==> src/include/ipc_pkg.sv <==
/*
  Constants for the interrupt priority and status register block: register
  offsets, field positions, reset values and widths.
  Assumes a 16-bit register port and a single synchronous clock domain.
*/
`default_nettype none
package ipc_pkg;
  // ==========================================================
  // register offsets (word index on the plain register port)
  localparam logic [3:0] IPC_OFF_STATUS   = 4'h0;
  localparam logic [3:0] IPC_OFF_CORE     = 4'h1;
  localparam logic [3:0] IPC_OFF_CTRL1    = 4'h2;
  localparam logic [3:0] IPC_OFF_CTRL2    = 4'h3;
  localparam logic [3:0] IPC_OFF_FLAGS    = 4'h4;
  localparam logic [3:0] IPC_OFF_ENABLE   = 4'h5;
  localparam logic [3:0] IPC_OFF_PRIO0    = 4'h6;
  localparam logic [3:0] IPC_OFF_PRIO3    = 4'h9;
  localparam logic [3:0] IPC_OFF_VECTOR   = 4'hA;
  // ==========================================================
  // field positions
  localparam int IPC_LVL_LO        = 5;
  localparam int IPC_LVL_HI        = 7;
  localparam int IPC_LVL_MSB_BIT   = 3;
  localparam int IPC_NEST_BIT      = 15;
  localparam int IPC_ALT_BIT       = 15;
  localparam int IPC_INSTR_DISABLE_ACTIVE_BIT      = 14;
  localparam int IPC_VEC_LVL_LO    = 8;
  // ==========================================================
  // writable masks and reset values
  localparam logic [15:0] IPC_FLAG_MASK  = 16'hBF8F;
  localparam logic [15:0] IPC_CTRL1_MASK = 16'h801E;
  localparam logic [15:0] IPC_CTRL2_MASK = 16'h8007;
  localparam logic [15:0] IPC_PRIO_MASK  = 16'h7777;
  localparam logic [15:0] IPC_RESET_WORD = 16'h0000;
  localparam logic [3:0]  IPC_TRAP_LEVEL = 4'h8;
  localparam logic [2:0]  IPC_LVL_MAX    = 3'h7;
  localparam int IPC_NSRC     = 16;
  localparam int IPC_PRIO_W   = 3;
  localparam int IPC_NPRIO    = 4;
  localparam int IPC_VEC_W    = 7;
  localparam int IPC_ILR_W    = 4;
endpackage : ipc_pkg
`default_nettype wire

==> src/design/ipc_top.sv <==
/*
  Interrupt priority and status register block: source flags, enables,
  priorities, CPU level, trap and control bits, and pending vector arbitration.
  Assumes a synchronous register port with single-cycle strobes, and that
  source and trap request inputs are synchronous one-cycle or level pulses.
*/
`default_nettype none
// What this block does
// - latch winning vector number into 7-bit field and its level into 4-bit field
// - source n uses flag bit n, enable bit n and priority field n
// - status word bits 7:5 hold CPU level, software writes change it
// - core control bit 3 is read-only level msb, set above level 7
// - level is msb and three bits; level 7 or higher masks all user sources
// - CPU level bits are read-only while nesting disable is set
// - nesting disable at primary control bit 15, resets 0, read/write
// - trap flags at primary control bits 4..1, hardware set, software writable
// - secondary control bit 15 selects alternate vector table
// - secondary control bit 14 reads instruction-disable status, read-only
// - secondary control bits 2..0 select falling edge when 1 for ext 2..0
// - flags reset 0, hardware sets, software may write to clear
// - upper flag byte: bits 15, 13, 12, 11, 10, 9, 8 implemented
// - lower flag byte: bits 7, 3, 2, 1, 0 implemented
// - unimplemented bits read zero and ignore writes
// - enabled requests merge into one request line to the CPU
// - equal priority prefers the lower vector number
// - each source has a 3-bit priority field
module ipc_top
  import ipc_pkg::*;
(
  input  wire logic        sys_clk,
  input  wire logic        rst_n,
  input  wire logic        clk_en,
  input  wire logic [3:0]  reg_addr,
  input  wire logic [15:0] reg_wdata,
  input  wire logic        reg_wr,
  input  wire logic        reg_rd,
  output logic      [15:0] reg_rdata,
  input  wire logic [15:0] src_req,
  input  wire logic [3:0]  trap_req,
  input  wire logic        cpu_lvl_msb_in,
  input  wire logic        instr_disable_in,
  output logic             cpu_irq,
  output logic      [6:0]  pending_vector_number,
  output logic      [3:0]  pending_level,
  output logic             alt_table_select,
  output logic      [2:0]  ext_edge_falling,
  output logic      [3:0]  cpu_level
);
  // ==========================================================
  // registers
  logic [15:0] flag_q, flag_d;
  logic [15:0] en_q, en_d;
  logic [15:0] prio_q [IPC_NPRIO];
  logic [15:0] ctrl1_q, ctrl1_d;
  logic [15:0] ctrl2_q, ctrl2_d;
  logic [2:0]  lvl_q, lvl_d;
  logic        lvl_msb_q;
  logic        instr_disable_active_q;
  logic [15:0] rdata_q, rdata_d;
  logic        irq_q;
  logic [6:0]  vec_q;
  logic [3:0]  ilr_q;

  // ==========================================================
  // address decode
  wire wr_status = reg_wr && (reg_addr == IPC_OFF_STATUS);
  wire wr_ctrl1  = reg_wr && (reg_addr == IPC_OFF_CTRL1);
  wire wr_ctrl2  = reg_wr && (reg_addr == IPC_OFF_CTRL2);
  wire wr_flags  = reg_wr && (reg_addr == IPC_OFF_FLAGS);
  wire wr_enable = reg_wr && (reg_addr == IPC_OFF_ENABLE);
  wire wr_prio   = reg_wr && (reg_addr >= IPC_OFF_PRIO0) && (reg_addr <= IPC_OFF_PRIO3);
  wire [1:0] prio_idx = 2'(reg_addr - IPC_OFF_PRIO0);
  wire nest_dis  = ctrl1_q[IPC_NEST_BIT];

  assign flag_d = wr_flags ? ((reg_wdata & IPC_FLAG_MASK) | (src_req & IPC_FLAG_MASK))
                           : (flag_q | (src_req & IPC_FLAG_MASK));
  assign en_d = wr_enable ? (reg_wdata & IPC_FLAG_MASK) : en_q;
  // trap flags set by hardware, writable
  wire [15:0] trap_set = {11'h000, trap_req, 1'b0};
  assign ctrl1_d = wr_ctrl1 ? ((reg_wdata & IPC_CTRL1_MASK) | trap_set) : (ctrl1_q | trap_set);
  // alt table and edge bits writable
  assign ctrl2_d = wr_ctrl2 ? (reg_wdata & IPC_CTRL2_MASK) : ctrl2_q;
  // level bits frozen while nesting disabled
  assign lvl_d = (wr_status && !nest_dis) ? reg_wdata[IPC_LVL_HI:IPC_LVL_LO] : lvl_q;

  // ==========================================================
  // arbitration
  // full level is msb over the three bits
  wire [3:0] cur_lvl = {lvl_msb_q, lvl_q};

  function automatic logic [2:0] src_prio(input int n, input logic [15:0] p [IPC_NPRIO]);
    logic [15:0] w;
    w = p[n / IPC_NPRIO];
    src_prio = w[(n % IPC_NPRIO) * IPC_NPRIO +: IPC_PRIO_W];
  endfunction : src_prio

  logic [2:0] best_p;
  logic [6:0] best_v;
  logic       best_ok;
  always_comb begin
    best_p  = 3'h0;
    best_v  = 7'h00;
    best_ok = 1'b0;
    // descending scan so lower vector wins ties
    for (int n = IPC_NSRC - 1; n >= 0; n--) begin
      // flag, enable, priority above CPU level
      if (flag_q[n] && en_q[n] && ({1'b0, src_prio(n, prio_q)} > cur_lvl) &&
          (src_prio(n, prio_q) >= best_p)) begin
        best_p  = src_prio(n, prio_q);
        best_v  = 7'(n);
        best_ok = 1'b1;
      end
    end
  end

  // ==========================================================
  // read mux; unmapped and unimplemented bits read zero
  always_comb begin
    rdata_d = IPC_RESET_WORD;
    if (reg_addr == IPC_OFF_STATUS) begin
      rdata_d[IPC_LVL_HI:IPC_LVL_LO] = lvl_q;
    end else if (reg_addr == IPC_OFF_CORE) begin
      rdata_d[IPC_LVL_MSB_BIT] = lvl_msb_q;
    end else if (reg_addr == IPC_OFF_CTRL1) begin
      rdata_d = ctrl1_q;
    end else if (reg_addr == IPC_OFF_CTRL2) begin
      rdata_d = ctrl2_q;
      rdata_d[IPC_INSTR_DISABLE_ACTIVE_BIT] = instr_disable_active_q;
    end else if (reg_addr == IPC_OFF_FLAGS) begin
      rdata_d = flag_q;
    end else if (reg_addr == IPC_OFF_ENABLE) begin
      // enable bit n for source n
      rdata_d = en_q;
    end else if ((reg_addr >= IPC_OFF_PRIO0) && (reg_addr <= IPC_OFF_PRIO3)) begin
      rdata_d = prio_q[prio_idx];
    end else if (reg_addr == IPC_OFF_VECTOR) begin
      rdata_d = {4'h0, ilr_q, 1'b0, vec_q};
    end
  end

  // ==========================================================
  // state
  always_ff @(posedge sys_clk) begin
    if (!rst_n) begin
      flag_q    <= IPC_RESET_WORD;
      en_q      <= IPC_RESET_WORD;
      ctrl1_q   <= IPC_RESET_WORD;
      ctrl2_q   <= IPC_RESET_WORD;
      lvl_q     <= 3'h0;
      lvl_msb_q <= 1'b0;
      instr_disable_active_q    <= 1'b0;
      rdata_q   <= IPC_RESET_WORD;
    end else if (clk_en) begin
      flag_q    <= flag_d;
      en_q      <= en_d;
      ctrl1_q   <= ctrl1_d;
      ctrl2_q   <= ctrl2_d;
      lvl_q     <= lvl_d;
      lvl_msb_q <= cpu_lvl_msb_in;
      instr_disable_active_q    <= instr_disable_in;
      rdata_q   <= reg_rd ? rdata_d : IPC_RESET_WORD;
    end
  end

  // 3-bit priority fields, four per register
  always_ff @(posedge sys_clk) begin
    if (!rst_n) begin
      for (int i = 0; i < IPC_NPRIO; i++) prio_q[i] <= IPC_RESET_WORD;
    end else if (clk_en && wr_prio) begin
      prio_q[prio_idx] <= reg_wdata & IPC_PRIO_MASK;
    end
  end

  // pending vector latched only in cycles with a winner; merged request registered every cycle
  always_ff @(posedge sys_clk) begin
    if (!rst_n) begin
      irq_q <= 1'b0;
      vec_q <= 7'h00;
      ilr_q <= 4'h0;
    end else if (clk_en) begin
      irq_q <= best_ok;
      if (best_ok) begin
        vec_q <= best_v;
        ilr_q <= {1'b0, best_p};
      end
    end
  end

  assign reg_rdata             = rdata_q;
  assign cpu_irq               = irq_q;
  assign pending_vector_number = vec_q;
  assign pending_level         = ilr_q;
  assign alt_table_select      = ctrl2_q[IPC_ALT_BIT];
  assign ext_edge_falling      = ctrl2_q[2:0];
  assign cpu_level             = cur_lvl;

  // ==========================================================
  // checks
  // hardware set not lost under clear
  flag_set_a: assert property (@(posedge sys_clk) disable iff (!rst_n)
    (clk_en && src_req[0]) |=>
    flag_q[0])
    else $error("flag set lost");

  flag_hole_a: assert property (@(posedge sys_clk) disable iff (!rst_n)
    1'b1 |->
    ((flag_q & ~IPC_FLAG_MASK) == 16'h0000))
    else $error("unimplemented flag set");

  lvl_lock_a: assert property (@(posedge sys_clk) disable iff (!rst_n)
    (clk_en && nest_dis && wr_status) |=>
    $stable(lvl_q))
    else $error("level changed while locked");

  lvl_write_a: assert property (@(posedge sys_clk) disable iff (!rst_n)
    (clk_en && !nest_dis && wr_status) |=>
    (lvl_q == $past(reg_wdata[IPC_LVL_HI:IPC_LVL_LO])))
    else $error("level write lost");

  lvl_mask_a: assert property (@(posedge sys_clk) disable iff (!rst_n)
    (clk_en && (cur_lvl >= {1'b0, IPC_LVL_MAX})) |=>
    !cpu_irq)
    else $error("irq at masked level");

  irq_level_a: assert property (@(posedge sys_clk) disable iff (!rst_n)
    (clk_en && best_ok) |=>
    (cpu_irq && pending_level > $past(cur_lvl)))
    else $error("bad irq level");

  trap_set_a: assert property (@(posedge sys_clk) disable iff (!rst_n)
    (clk_en && trap_req[3]) |=>
    ctrl1_q[4])
    else $error("trap flag lost");

  vec_track_a: assert property (@(posedge sys_clk) disable iff (!rst_n)
    (clk_en && best_ok) |=>
    (pending_vector_number == $past(best_v)))
    else $error("vector mismatch");

  // read data only after a read strobe
  rd_zero_a: assert property (@(posedge sys_clk) disable iff (!rst_n)
    (clk_en && !reg_rd) |=>
    (reg_rdata == 16'h0000))
    else $error("read data without strobe");

  // software clear lands when no source fires
  flag_clr_a: assert property (@(posedge sys_clk) disable iff (!rst_n)
    (clk_en && wr_flags && (src_req == 16'h0000)) |=>
    (flag_q == ($past(reg_wdata) & IPC_FLAG_MASK)))
    else $error("flag write lost");

  en_hole_a: assert property (@(posedge sys_clk) disable iff (!rst_n)
    1'b1 |->
    ((en_q & ~IPC_FLAG_MASK) == 16'h0000))
    else $error("unimplemented enable set");

  prio_hole_a: assert property (@(posedge sys_clk) disable iff (!rst_n)
    1'b1 |->
    (((prio_q[0] | prio_q[1] | prio_q[2] | prio_q[3]) & ~IPC_PRIO_MASK) == 16'h0000))
    else $error("unimplemented priority bit set");

  ctrl1_hole_a: assert property (@(posedge sys_clk) disable iff (!rst_n)
    1'b1 |->
    ((ctrl1_q & ~IPC_CTRL1_MASK) == 16'h0000))
    else $error("unimplemented primary bit set");

  ctrl2_hole_a: assert property (@(posedge sys_clk) disable iff (!rst_n)
    1'b1 |->
    ((ctrl2_q & ~IPC_CTRL2_MASK) == 16'h0000))
    else $error("unimplemented secondary bit set");

  nest_write_a: assert property (@(posedge sys_clk) disable iff (!rst_n)
    (clk_en && wr_ctrl1) |=>
    (ctrl1_q[IPC_NEST_BIT] == $past(reg_wdata[IPC_NEST_BIT])))
    else $error("nesting disable write lost");

  trap_clr_a: assert property (@(posedge sys_clk) disable iff (!rst_n)
    (clk_en && wr_ctrl1 && (trap_req == 4'h0)) |=>
    (ctrl1_q[4:1] == $past(reg_wdata[4:1])))
    else $error("trap flag write lost");

  alt_sel_a: assert property (@(posedge sys_clk) disable iff (!rst_n)
    (clk_en && wr_ctrl2) |=>
    (alt_table_select == $past(reg_wdata[IPC_ALT_BIT])))
    else $error("table select write lost");

  edge_sel_a: assert property (@(posedge sys_clk) disable iff (!rst_n)
    (clk_en && wr_ctrl2) |=>
    (ext_edge_falling == $past(reg_wdata[2:0])))
    else $error("edge polarity write lost");

  instr_disable_active_read_a: assert property (@(posedge sys_clk) disable iff (!rst_n)
    (clk_en && reg_rd && (reg_addr == IPC_OFF_CTRL2)) |=>
    (reg_rdata[IPC_INSTR_DISABLE_ACTIVE_BIT] == $past(instr_disable_active_q)))
    else $error("disable status readback wrong");

  msb_read_a: assert property (@(posedge sys_clk) disable iff (!rst_n)
    (clk_en && reg_rd && (reg_addr == IPC_OFF_CORE)) |=>
    (reg_rdata == {12'h000, $past(lvl_msb_q), 3'h0}))
    else $error("core control readback wrong");

  // no enabled flag means no request
  irq_merge_a: assert property (@(posedge sys_clk) disable iff (!rst_n)
    (clk_en && ((flag_q & en_q) == 16'h0000)) |=>
    !cpu_irq)
    else $error("request without enabled flag");

  zero_prio_a: assert property (@(posedge sys_clk) disable iff (!rst_n)
    (clk_en && best_ok) |=>
    (pending_level != 4'h0))
    else $error("zero priority forwarded");

  vec_hold_a: assert property (@(posedge sys_clk) disable iff (!rst_n)
    (clk_en && !best_ok) |=>
    ($stable(pending_vector_number) && $stable(pending_level)))
    else $error("vector moved without winner");

  tie_pick_a: assert property (@(posedge sys_clk) disable iff (!rst_n)
    (clk_en && best_ok && flag_q[0] && en_q[0] && (src_prio(0, prio_q) == best_p)) |=>
    (pending_vector_number == 7'h00))
    else $error("natural order not kept");

  // clock enable low freezes state
  freeze_a: assert property (@(posedge sys_clk) disable iff (!rst_n)
    !clk_en |=>
    ($stable(flag_q) && $stable(en_q) && $stable(lvl_q) && $stable(ctrl1_q) && $stable(reg_rdata)))
    else $error("state moved while frozen");
endmodule : ipc_top
`default_nettype wire

==> config.mk <==
export PLATFORM = sky130hd
export DESIGN_NAME = ipc_top
export DESIGN_NICKNAME = d
export VERILOG_FILES = /design/src/include/ipc_pkg.sv /design/src/design/ipc_top.sv
export SDC_FILE = /design/constraint.sdc
export NUM_CORES = 1
export LEC_CHECK = 0
export BUFFER_PORTS_ARGS = -buffer_cell sky130_fd_sc_hd__clkbuf_2
export CELL_PAD_IN_SITES_DETAIL_PLACEMENT = 1
export CELL_PAD_IN_SITES_GLOBAL_PLACEMENT = 2
export CORE_MARGIN = 10
export CORE_UTILIZATION = 26
export CTS_BUF_LIST = sky130_fd_sc_hd__clkbuf_2 sky130_fd_sc_hd__clkbuf_4 sky130_fd_sc_hd__clkbuf_8
export DETAILED_ROUTE_END_ITERATION = 6
export PLACE_DENSITY = 0.62
export SLEW_MARGIN = 30
export SYNTH_ARGS = -nofsm -noshare
export SYNTH_HDL_FRONTEND = slang
export SYNTH_SLANG_ARGS = --single-unit
==> constraint.sdc <==
create_clock -name sys_clk -period 15.4 [get_ports sys_clk]
set_clock_uncertainty 0.05 [all_clocks]
set_input_delay 3.08 -clock sys_clk [delete_from_list [all_inputs] [get_ports sys_clk]]
set_output_delay 3.08 -clock sys_clk [all_outputs]
set_load 0.1 [all_outputs]
After elaboration in Yosys (flattened, before gate mapping)
Cells that the tools add are included.
{"block": "totals", "register_bits": 144, "inputBits": 47, "output_inout_bits": 36}
{"block": "op_classes", "addsub": 1, "n_lt_le_gt_ge": 28, "n_eq_ne": 6, "n_mux": 57, "n_bitwise": 5, "n_reduce_logical": 53}
{"op": "two-way mux 16 bit", "count": 11}
{"op": "two-way mux 7 bit", "count": 10}
{"op": "bitwise mux 64 bit", "count": 1}
{"op": "> comparator 3 x 4 -> 1 bit", "count": 12}
{"op": "logical AND 1 bit", "count": 47}
{"op": "two-way mux 3 bit", "count": 14}
{"op": ">= comparator 3 bit", "count": 11}
{"op": "binary-select mux 16 bit (select 2 bit)", "count": 1}
{"op": "demux 16 bit (select 2 bit)", "count": 1}
{"op": "bitwise OR 16 bit", "count": 2}
{"op": "bitwise OR 16 x 5 -> 16 bit", "count": 2}
{"op": "two-way mux 1 bit", "count": 13}
{"op": "two-way mux 12 bit", "count": 1}
{"op": "two-way mux 11 bit", "count": 1}
{"op": "== test 4 x 2 -> 1 bit, second input constant", "count": 2}
{"op": "== test 4 x 3 -> 1 bit, second input constant", "count": 2}
{"op": "two-way mux 4 bit", "count": 2}
{"op": "two-way mux 8 bit", "count": 1}
{"op": "AND reduction 2 bit", "count": 4}
{"op": "two-way mux 5 bit", "count": 1}
{"op": "== test 4 x 1 -> 1 bit, second input constant", "count": 1}
{"op": "== test 4 bit, second input constant", "count": 1}
{"op": ">= comparator 4 x 3 -> 1 bit, second input constant", "count": 1}
{"op": "less-or-equal comparator 4 bit, second input constant", "count": 1}
{"op": "7 further kinds", "count": 7}

Depth between registers and ports, before layout
Gate-level depths: netlist of the first run.
{"block": "logic_depth", "word_depth": 38, "depth_mapped": 85, "depth_no_buf": 83}

Least setup slack after synthesis of the first run
Ideal clock, no wire load.
{"block": "synth_path", "path_kind": "reg-to-reg", "start": "reg lvl_q[1]", "end": "reg ilr_q[0], in the netlist pending_level[0]", "setup_time_ns": 0.135, "arrival_ns": 17.563, "t_required_ns": 15.215, "slack_ns": -2.348, "stages_incl_launch_ff": 82, "n_path_buf": 2, "path_cell_list": "dfxtp_1 -> inv_1 -> ha_1 -> and3_4 -> or4b_4 -> nor2_2 -> inv_1 -> ha_1 -> nand2_1 -> o21ai_1 -> nand3_2 -> o21ai_0 -> ha_1 -> nor2b_1 -> nor3b_1 -> nand2_1 -> a41o_1 -> and3_1 -> [... 46 more ...] -> mux2_4 -> ha_1 -> nand2b_1 -> a21oi_1 -> nor2b_1 -> o221ai_1 -> mux2_2 -> ha_1 -> nand2b_1 -> a21oi_1 -> nor2b_1 -> o221ai_1 -> nand2_1 -> nor2_1 -> a31oi_1 -> clkbuf_1 -> o21ai_0 -> a31oi_1"}
{"block": "synth_between", "elab_chain_len": 38, "word_cells_on_any_way": 72, "cone_classes": "order compare (23); mux (24); reduce/logical (25)"}
{"item": "start, declared", "line": "ipc_top.sv:56", "source": "logic [2:0] lvl_q, lvl_d;"}
{"item": "start signal, assigned", "line": "ipc_top.sv:158", "source": "lvl_q <= lvl_d;"}
{"item": "> comparator 3 x 4 -> 1 bit", "line": "ipc_top.sv:107", "source": "if (flag_q[n] && en_q[n] && ({1'b0, src_prio(n, prio_q)} > cur_lvl) &&"}
{"item": "logical AND 1 bit (2 in a row)", "line": "ipc_top.sv:107"}
{"item": "two-way mux 3 bit", "line": "ipc_top.sv:107"}
{"item": ">= comparator 3 bit", "line": "ipc_top.sv:108", "source": "(src_prio(n, prio_q) >= best_p)) begin"}
{"item": "logical AND 1 bit", "line": "ipc_top.sv:107"}
{"item": "two-way mux 3 bit", "line": "ipc_top.sv:107"}
{"item": ">= comparator 3 bit", "line": "ipc_top.sv:108"}
{"item": "logical AND 1 bit", "line": "ipc_top.sv:107"}
{"item": "[... 21 more ...]"}
{"item": "two-way mux 3 bit", "line": "ipc_top.sv:107"}
{"item": ">= comparator 3 bit", "line": "ipc_top.sv:108"}
{"item": "logical AND 1 bit", "line": "ipc_top.sv:107"}
{"item": "two-way mux 3 bit", "line": "ipc_top.sv:107"}
{"item": ">= comparator 3 bit", "line": "ipc_top.sv:108"}
{"item": "logical AND 1 bit", "line": "ipc_top.sv:107"}
{"item": "two-way mux 1 bit", "line": "ipc_top.sv:107"}
{"item": "AND reduction 2 bit (no source line)"}
{"item": "end signal, assigned", "line": "ipc_top.sv:184", "source": "ilr_q <= {1'b0, best_p};"}
{"item": "end, declared", "line": "ipc_top.sv:62", "source": "logic [3:0] ilr_q;"}
Several ways; a longest one is shown, not always the timed one.
A chain may end at the register's enable or synchronous reset.

Final worst setup path of the first run
{"block": "layout_path", "start": "reg lvl_q[2]", "end": "reg vec_q[2], in the netlist pending_vector_number[2]"}
{"block": "layout_between", "elab_chain_len": 38, "word_cells_on_any_way": 83, "cone_classes": "order compare (23); mux (35); reduce/logical (25)"}
{"item": "> comparator 3 x 4 -> 1 bit", "line": "ipc_top.sv:107"}
{"item": "logical AND 1 bit (2 in a row)", "line": "ipc_top.sv:107"}
{"item": "two-way mux 3 bit", "line": "ipc_top.sv:107"}
{"item": ">= comparator 3 bit", "line": "ipc_top.sv:108"}
{"item": "logical AND 1 bit", "line": "ipc_top.sv:107"}
{"item": "two-way mux 3 bit", "line": "ipc_top.sv:107"}
{"item": ">= comparator 3 bit", "line": "ipc_top.sv:108"}
{"item": "logical AND 1 bit", "line": "ipc_top.sv:107"}
{"item": "[... 21 more ...]"}
{"item": "two-way mux 3 bit", "line": "ipc_top.sv:107"}
{"item": ">= comparator 3 bit", "line": "ipc_top.sv:108"}
{"item": "logical AND 1 bit", "line": "ipc_top.sv:107"}
{"item": "two-way mux 3 bit", "line": "ipc_top.sv:107"}
{"item": ">= comparator 3 bit", "line": "ipc_top.sv:108"}
{"item": "logical AND 1 bit", "line": "ipc_top.sv:107"}
{"item": "two-way mux 1 bit", "line": "ipc_top.sv:107"}
{"item": "AND reduction 2 bit (no source line)"}
{"item": "end signal, assigned", "line": "ipc_top.sv:183", "source": "vec_q <= best_v;"}
{"item": "end, declared", "line": "ipc_top.sv:61", "source": "logic [6:0] vec_q;"}
Several ways; a longest one is shown, not always the timed one.

==> impl_metrics.json, run 1 <==
{
  "status": "finished clean",
  "synth_seq_cells": 110,
  "ioPinCount": 83,
  "final_cell_area_um2": 9720,
  "fin_hold_ws_ps": 422,
  "synth_simple_gate_area_share": 0.217,
  "clockBufferDepth": 2,
  "cts_num_sinks": 110,
  "path_common_cell": "ha_4",
  "cp-start-kind": "flip-flop",
  "synth_cell_types": 76,
  "final_cell_mix": "154 x nand2_1, 106 x dfxtp_1, 77 x buf_4, 73 x clkbuf_2, 65 x a21boi_0",
  "grt_first_pass_wirelength_um": 45800,
  "setup_tns_ps": 0,
  "drt_iter0_markers": 321,
  "finalWorstSetupSlack_ps": 209,
  "synthAdderAreaFrac": 0.103,
  "insertion_delay_ps": 400,
  "die_w_um": 191,
  "hold_buffers": 0,
  "crit_fanout": 4,
  "worst_pin_slew_ps": 968,
  "die_area_um2": 36300,
  "placedCellCount": 1373,
  "setup_viol": 0,
  "cts.htree.levels": 3,
  "ant_nets": 0,
  "drive_gt1_frac": 0.294,
  "rsz0062_at_grt": "yes",
  "detailroute.via_count": 7116,
  "fin_crit_sh": 0.986,
  "slowest_delay_ps": 560,
  "slew_headroom": 0.348,
  "preCtsSetupSlack_ps": -281,
  "period_needed_ps": 15190,
  "synth_edf_count": 0,
  "grt_overflow": 0,
  "slowest_stage": "or4b_4",
  "avgViaCountPerCell": 5.04,
  "fin_util": 0.339,
  "ys_warn_count": 0,
  "synth_compound_area_frac": 0.228,
  "areaGrowthSynthToFinish_pct": 28.4,
  "cts_root_buf": "clkbuf_8",
  "crit_required_ps": 15700,
  "diodes": 0,
  "ir_worst_vdd_mv": 0.0482,
  "port_buffers": 74,
  "grt_usage": 0.163,
  "maxSlewViolCount": 0,
  "place_congestion": 0.783,
  "power_mw": 0.533,
  "yosysSeqAreaShare": 0.291,
  "cts.reportedPaths.clkPinSlew_ps": 120,
  "synth.area.mux_share": 0.114,
  "fin_cells": 1413,
  "synthXorXnorAreaFrac": 0,
  "hold_viol_final": 0,
  "async_reset_ff_frac": 0,
  "cap_violations": 0,
  "drc_errors": 0,
  "hold_path.class": "reg -> reg",
  "critical_path_class": "reg -> reg",
  "power_density_nw_per_um2": 54.9,
  "hpwl_um": 23200,
  "nFillCells": 3415,
  "die_y_um": 191,
  "fin_nets": 1131,
  "wl_um": 30000,
  "syn_inst": 902,
  "leakagePower_nw": 3.57,
  "synth_top_family_by_area": "compound AO/OA/AOI/OAI gates",
  "crit_arrival_ps": 15490,
  "coreArea_um2": 28700,
  "synth_area_um2": 7570,
  "layout_commonest_cell": "nand2_1",
  "critPathCaptureType": "flip-flop",
  "fmax_ghz": 0.0658,
  "postSynthAreaPerCell_um2": 8.39,
  "initial_utilization": 0.264,
  "dr.pass1.iters": 4,
  "antenna_found_initial": 0,
  "rows": 62,
  "grt_max_degree": 113,
  "cts_tree": "built",
  "dpl_cell_area_um2": 9040,
  "cts-buffers-inserted": 9,
  "wl_per_cell_um": 21.2,
  "grt_pass1_vias": 7418,
  "synth_ff_type": "dfxtp_1"
}
## worst max-delay path, delay by kind of cell (launching register included)
| kind | cells | cell delay [ps] |
|---|---|---|
| compound gates | 23 | 3730 |
| fa+ha+maj | 14 | 3550 |
| buf+inv | 8 | 990 |
| flops | 1 | 370 |
| mux | 8 | 2570 |
| simple gates | 31 | 3890 |
## cell usage after synthesis, types with 4 or more instances
cell	n	area, um^2
nand2_1	161	604
dfxtp_1	110	2200
a21boi_0	66	495
ha_1	60	751
nor2b_1	45	282
mux2i_1	44	440
inv_1	40	150
clkbuf_1	39	146
nor2_1	33	124
a21oi_1	32	160
o21ai_0	27	135
nand2b_1	17	106
nand3_1	14	70.1
mux4_2	12	270
nor3_1	12	60.1
and2_1	11	68.8
nand3b_1	10	75.1
a31oi_1	9	56.3
o21a_1	9	67.6
mux2_2	8	90.1
a211oi_1	7	52.6
a21o_1	7	52.6
a221oi_1	7	61.3
o221ai_1	7	61.3
a311oi_1	6	52.6
nand4b_1	6	52.6
buf_4	5	37.5
o211ai_1	5	37.5
o2bb2ai_1	5	43.8
a22oi_1	4	30.0
mux2_4	4	60.1
nor3b_1	4	30.0
o21ai_1	4	20.0
o22ai_1	4	25.0
o31ai_1	4	30.0
or2_2	4	25.0
## final cells by class
class                   count  area (um^2)  area share
inverters                  41          161      0.0166
flip-flops and latches    110         2210       0.228
repair buffers            155          993       0.102
well taps                 384          480      0.0494
multi-input cells         707         5690       0.585
clock buffers              10          138      0.0142
clock inverters             6         43.8     0.00451
## worst paths after layout
kind                                 from                                     to  slack (ps)  depth (start not counted)
setup / recovery    lvl_q[2]$_SDFFE_PN0P_  pending_vector_number[2]$_SDFFE_PN0P_         210                         84
hold reg to reg   prio_q[34]$_SDFFE_PN0P_                prio_q[34]$_SDFFE_PN0P_         420                          2
hold / removal    prio_q[34]$_SDFFE_PN0P_                prio_q[34]$_SDFFE_PN0P_         420                          2
setup reg to reg    lvl_q[2]$_SDFFE_PN0P_  pending_vector_number[2]$_SDFFE_PN0P_         210                         84
## cell families (layout without fill, tap and decap cells)
logic type	after synthesis	after routing
DFF	110	110
adders and majority gates	63	63
and+or+nand+nor	335	335
buffers and inverters	88	212
other	1	4
muxes	68	68
AOI/OAI and AO/OA	237	237
## per-layer routing
metal | routed length (um) | GRT usage | part of all wire | up-vias
li1 | - | - | - | 3484
met1 | 14400 | 0.223 | 0.48 | 3532
met2 | 14300 | 0.268 | 0.48 | 87
met3 | 989 | 0.0265 | 0.033 | 13
met4 | 235 | 0.0233 | 0.0078 | 0
met5 | 0 | 0 | 0 | -
## where the power goes
group | switching, mW | internal (mW)
sequential | 0.00512 | 0.289
clock | 0.110 | 0.0641
combinational | 0.0431 | 0.0225
## repair_timing
item	CTS	global route
setup endpoints to repair	8	8
resized for setup	21	43
cloned	1	0
pin swaps	29	28
setup buffers	9	14
## sequential cells by signal, indices dropped and copies added (netlist names)
name / flops
instr_disable_active_q: 1
en_q: 12
flag_q: 12
ctrl2_q: 4
prio_q: 48
lvl_msb_q: 1
ctrl1_q: 5
reg_rdata: 16
pending_level: 3
pending_vector_number: 4
lvl_q: 3
cpu_irq: 1
Note: power is estimated with default switching activity, not from simulation.
==> run 2, diff against run 1 <==
PLACE_DENSITY = 0.59   (was 0.62)
clock period = 15.54 ns   (was 15.4 ns; I/O delays follow)
==> impl_metrics.json, run 2 (synthesis results as in run 1) <==
{
  "status": "finished clean",
  "critical_path_class": "reg -> reg",
  "cp-start-kind": "flip-flop",
  "die_y_um": 191,
  "fin_crit_sh": 0.984,
  "final_cell_area_um2": 9810,
  "regArea_um2": 2210,
  "port_buffers": 74,
  "dpl_cell_area_um2": 8970,
  "cts.htree.levels": 3,
  "crit_arrival_ps": 15540,
  "finalWorstSetupSlack_ps": 252,
  "preCtsSetupSlack_ps": -123,
  "dr.pass1.iters": 5,
  "cts.reportedPaths.clkPinSlew_ps": 120,
  "slowest_delay_ps": 540,
  "hold_path_depth": 2,
  "detailroute.via_count": 7169,
  "worst_pin_slew_ps": 895,
  "insertion_delay_ps": 400,
  "path_common_cell": "ha_4",
  "hold_viol_final": 0,
  "endpoint": "pending_vector_number[1]$_SDFFE_PN0P_",
  "largest_reg_flops": 48,
  "slowest_stage": "or4b_4",
  "setup_viol": 0,
  "cp-startpoint": "lvl_q[1]$_SDFFE_PN0P_",
  "final_cell_mix": "153 x nand2_1, 107 x dfxtp_1, 76 x buf_4, 73 x clkbuf_2, 65 x a21boi_0",
  "cts_root_buf": "clkbuf_8",
  "cts-buffers-inserted": 9,
  "areaGrowthSynthToFinish_pct": 29.7,
  "hold_buffers": 0,
  "wl_per_cell_um": 21.8,
  "fin_nets": 1134,
  "grt_usage": 0.167,
  "timing.rr.end": "pending_vector_number[1]$_SDFFE_PN0P_",
  "ioPinCount": 83,
  "die_area_um2": 36300,
  "r2r-start": "lvl_q[1]$_SDFFE_PN0P_",
  "wl_um": 30900,
  "cap_violations": 0,
  "die_w_um": 191,
  "grt_max_degree": 113,
  "slew_headroom": 0.403,
  "fmax_ghz": 0.0654,
  "antenna_found_initial": 0,
  "clockBufferDepth": 2,
  "coreArea_um2": 28700,
  "leakagePower_nw": 3.60,
  "power_mw": 0.550,
  "crit_fanout": 6,
  "layout_commonest_cell": "nand2_1",
  "r2r_cells": 82,
  "power_density_nw_per_um2": 56.0,
  "cts_tree": "built",
  "top_register": "prio_q",
  "ant_nets": 0,
  "drc_errors": 0,
  "period_needed_ps": 15290,
  "crit_required_ps": 15790,
  "multiInputGateArea_um2": 5720,
  "ir_worst_vdd_mv": 0.0526,
  "nFillCells": 3437,
  "rsz0062_at_grt": "yes",
  "drt_iter0_markers": 300,
  "place_congestion": 0.790,
  "avgViaCountPerCell": 5.06,
  "cts_num_sinks": 110,
  "grt_pass1_vias": 7370,
  "initial_utilization": 0.264,
  "diodes": 0,
  "maxSlewViolCount": 0,
  "r2r_slack_ps": 250,
  "critPathCaptureType": "flip-flop",
  "fin_util": 0.342,
  "hpwl_um": 23600,
  "rows": 62,
  "drive_gt1_frac": 0.300,
  "grt_first_pass_wirelength_um": 46500,
  "hold_path.class": "reg -> reg",
  "grt_overflow": 0
}
## run 2: cell count changes in the layout (fill, tap and decap cells not counted), moves of 2 or more
cell | previous run | this run
nand3_4 | 3 | 1
nor2_2 | 7 | 5
buf_6 | 4 | 8
mux2_4 | 9 | 7
inv_8 | 0 | 2
mux2_2 | 3 | 5
## run 2: worst min-delay path by stage
| stage | start | endpoint | slack, ps |
|---|---|---|---|
| 2_1_floorplan | prio_q[36]$_SDFFE_PN0P_ | prio_q[36]$_SDFFE_PN0P_ | 390 |
| 3_3_place_gp | prio_q[37]$_SDFFE_PN0P_ | prio_q[37]$_SDFFE_PN0P_ | 400 |
| 3_5_place_dp | prio_q[36]$_SDFFE_PN0P_ | prio_q[36]$_SDFFE_PN0P_ | 410 |
| 4_1_cts | prio_q[36]$_SDFFE_PN0P_ | prio_q[36]$_SDFFE_PN0P_ | 420 |
| 5_1_grt | prio_q[36]$_SDFFE_PN0P_ | prio_q[36]$_SDFFE_PN0P_ | 450 |
| 6_report | prio_q[41]$_SDFFE_PN0P_ | prio_q[41]$_SDFFE_PN0P_ | 420 |
## run 2: final cells by class
type | instances | area share
flip-flops and latches | 110 | 0.226
repair buffers | 158 | 0.105
inverters | 41 | 0.0164
clock buffers | 10 | 0.0134
clock inverters | 6 | 0.00765
multi-input cells | 707 | 0.583
well taps | 384 | 0.0490
## run 2: routing by layer
| layer | vias to the layer above | GRT usage | wire (um) |
|---|---|---|---|
| li1 | 3492 | - | - |
| met1 | 3582 | 0.223 | 15000 |
| met2 | 79 | 0.281 | 14800 |
| met3 | 16 | 0.0254 | 740 |
| met4 | 0 | 0.0267 | 376 |
| met5 | - | 0 | 0 |
## run 2: worst max-delay path, delay by kind of cell (launching register included)
family / cells / cell delay [ps]
and+or+nand+nor: 33 / 4120
muxes: 7 / 2370
AOI/OAI and AO/OA: 22 / 3790
buffers and inverters: 5 / 600
adders and majority gates: 15 / 3820
DFF: 1 / 380
## run 2: what timing repair did
item,in CTS,in global routing
pin swaps,23,50
gates resized for setup,22,55
gates cloned,1,0
endpoints found under the setup margin,8,8
setup buffers,12,18
## run 2: power breakdown
group          internal, mW  total, mW  switching (mW)  leakage, nW
Sequential            0.286      0.292         0.00522        0.893
Combinational        0.0226     0.0662          0.0436         2.60
Clock                0.0796      0.192           0.113        0.105
Total                 0.388      0.550           0.162         3.60
## run 2: through the flow
stage / TNS, ps / std cells / hold slack (ps)
floorplan: 0 / 905 / 390
global placement: -506 / 1369 / 402
detailed placement: -521 / 1369 / 407
CTS: 0 / 1398 / 424
global route: -3110 / 1416 / 449
finish: 0 / 1416 / 422
==> run 3, diff against run 2 <==
RECOVER_POWER = 50   (was unset)
==> impl_metrics.json, run 3 (synthesis results as in run 1) <==
{
  "clockBufferDepth": 2,
  "fin_cells": 1416,
  "antenna_found_initial": 0,
  "areaGrowthSynthToFinish_pct": 29.0,
  "ir_worst_vdd_mv": 0.0520,
  "cap_violations": 1,
  "grt_overflow": 0,
  "hp-start": "prio_q[41]$_SDFFE_PN0P_",
  "hold_buffers": 0,
  "coreArea_um2": 28700,
  "timing.rr.end": "pending_vector_number[1]$_SDFFE_PN0P_",
  "cts.reportedPaths.clkPinSlew_ps": 120,
  "power_density_nw_per_um2": 56.3,
  "drt_iter0_markers": 313,
  "status": "finished, violations left",
  "drive_gt1_frac": 0.266,
  "cts_num_sinks": 110,
  "setup_tns_ps": 0,
  "r2r_cells": 82,
  "insertion_delay_ps": 400,
  "die_y_um": 191,
  "wl_um": 30800,
  "maxSlewViolCount": 34,
  "dpl_cell_area_um2": 8970,
  "cts_tree": "built",
  "ant_nets": 0,
  "fin_nets": 1134,
  "drc_errors": 0,
  "period_needed_ps": 15300,
  "holdPathEnd": "prio_q[41]$_SDFFE_PN0P_",
  "top_register": "prio_q",
  "path_common_cell": "ha_4",
  "cts_root_buf": "clkbuf_8",
  "die_w_um": 191,
  "grt_usage": 0.167,
  "grt_pass1_vias": 7370,
  "hold_viol_final": 0,
  "hold_path_depth": 2,
  "dr.pass1.iters": 5,
  "crit_arrival_ps": 15550,
  "layout_commonest_cell": "nand2_1",
  "crit_fanout": 6,
  "violations": "capacitance limit, slew limit",
  "ioPinCount": 83,
  "fin_crit_sh": 0.984,
  "critical_path_class": "reg -> reg",
  "grt_max_degree": 113,
  "fmax_ghz": 0.0654,
  "worst_pin_slew_ps": 1880,
  "initial_utilization": 0.264,
  "rows": 62,
  "cp-start-kind": "flip-flop",
  "final_cell_mix": "153 x nand2_1, 107 x dfxtp_1, 73 x buf_4, 65 x a21boi_0, 43 x ha_1",
  "crit_required_ps": 15790,
  "slew_headroom": -0.253,
  "detailroute.via_count": 7159,
  "critPathCaptureType": "flip-flop",
  "setup_viol": 0,
  "grt_first_pass_wirelength_um": 46500,
  "wl_per_cell_um": 21.8,
  "place_congestion": 0.790,
  "hpwl_um": 23600,
  "die_area_um2": 36300,
  "slowest_stage": "or4b_4",
  "avgViaCountPerCell": 5.06,
  "fin_hold_ws_ps": 422,
  "slowest_delay_ps": 540,
  "cts.htree.levels": 3,
  "placedCellCount": 1369,
  "hold_path.class": "reg -> reg",
  "final_cell_area_um2": 9760,
  "largest_reg_flops": 48,
  "r2r_slack_ps": 240,
  "leakagePower_nw": 3.47,
  "rsz0062_at_grt": "yes",
  "cts-buffers-inserted": 9,
  "nFillCells": 3442,
  "port_buffers": 74,
  "r2r-start": "lvl_q[1]$_SDFFE_PN0P_",
  "diodes": 0
}
==> run 3: cell types whose count changed in the layout (fill, tap and decap cells not counted) <==
cell      delta
buf_4        -3
clkbuf_1    +36
clkbuf_2    -33
==> run 3: final cells by class <==
type                    instances  area (um^2)  area share
repair buffers                158          978       0.100
inverters                      41          161      0.0165
clock buffers                  10          131      0.0135
multi-input cells             707         5720       0.586
well taps                     384          480      0.0492
clock inverters                 6         75.1     0.00769
flip-flops and latches        110         2210       0.227
==> run 3: worst max path at each step <==
stage | startpoint | end | slack (ps)
floorplan | lvl_q[2]$_SDFFE_PN0P_ | pending_level[2]$_SDFFE_PN0P_ | 10
global placement | lvl_q[1]$_SDFFE_PN0P_ | pending_vector_number[1]$_SDFFE_PN0P_ | -110
detailed placement | lvl_q[1]$_SDFFE_PN0P_ | pending_vector_number[1]$_SDFFE_PN0P_ | -120
CTS | lvl_q[1]$_SDFFE_PN0P_ | pending_vector_number[1]$_SDFFE_PN0P_ | 10
global route | lvl_q[1]$_SDFFE_PN0P_ | pending_vector_number[1]$_SDFFE_PN0P_ | -420
finish | lvl_q[1]$_SDFFE_PN0P_ | pending_vector_number[1]$_SDFFE_PN0P_ | 240
==> run 3: power by group <==
part	total (mW)	internal (mW)	switching, mW
clock network	0.192	0.0796	0.113
logic	0.0658	0.0223	0.0435
registers	0.292	0.286	0.00520
==> run 3: metrics by stage <==
| step | utilization | total power, mW | setup slack [ps] |
|---|---|---|---|
| 6_report | 0.340 | 0.549 | 244 |
| 5_1_grt | 0.340 | 0.574 | -418 |
| 4_1_cts | 0.327 | 0.557 | 13.5 |
| 3_5_place_dp | 0.312 | 0.363 | -123 |
| 3_3_place_gp | 0.312 | 0.362 | -114 |
| 2_1_floorplan | - | 0.338 | 10.7 |
==> run 3: worst max-delay path: cells and delay by family, from the launching register on <==
family / cells / cell delay (ps)
adder cells (fa/ha/maj): 15 / 3830
buffers and inverters: 5 / 610
flip-flops: 1 / 380
multiplexers: 7 / 2370
AO/OA/AOI/OAI: 22 / 3790
AND/OR/NAND/NOR: 33 / 4120
==> run 3: routing by layer <==
metal,share of wire,vias to the layer above,track usage
li1,-,3489,-
met1,0.48,3558,0.223
met2,0.48,98,0.281
met3,0.027,14,0.0254
met4,0.011,0,0.0267
met5,0,-,0
==> run 3: timing repair <==
item,in CTS,in global routing
hold endpoints to repair,0,0
resized for setup,22,55
pin swaps,23,50
setup endpoints to repair,8,8
gates cloned,1,0
setup buffers,12,18
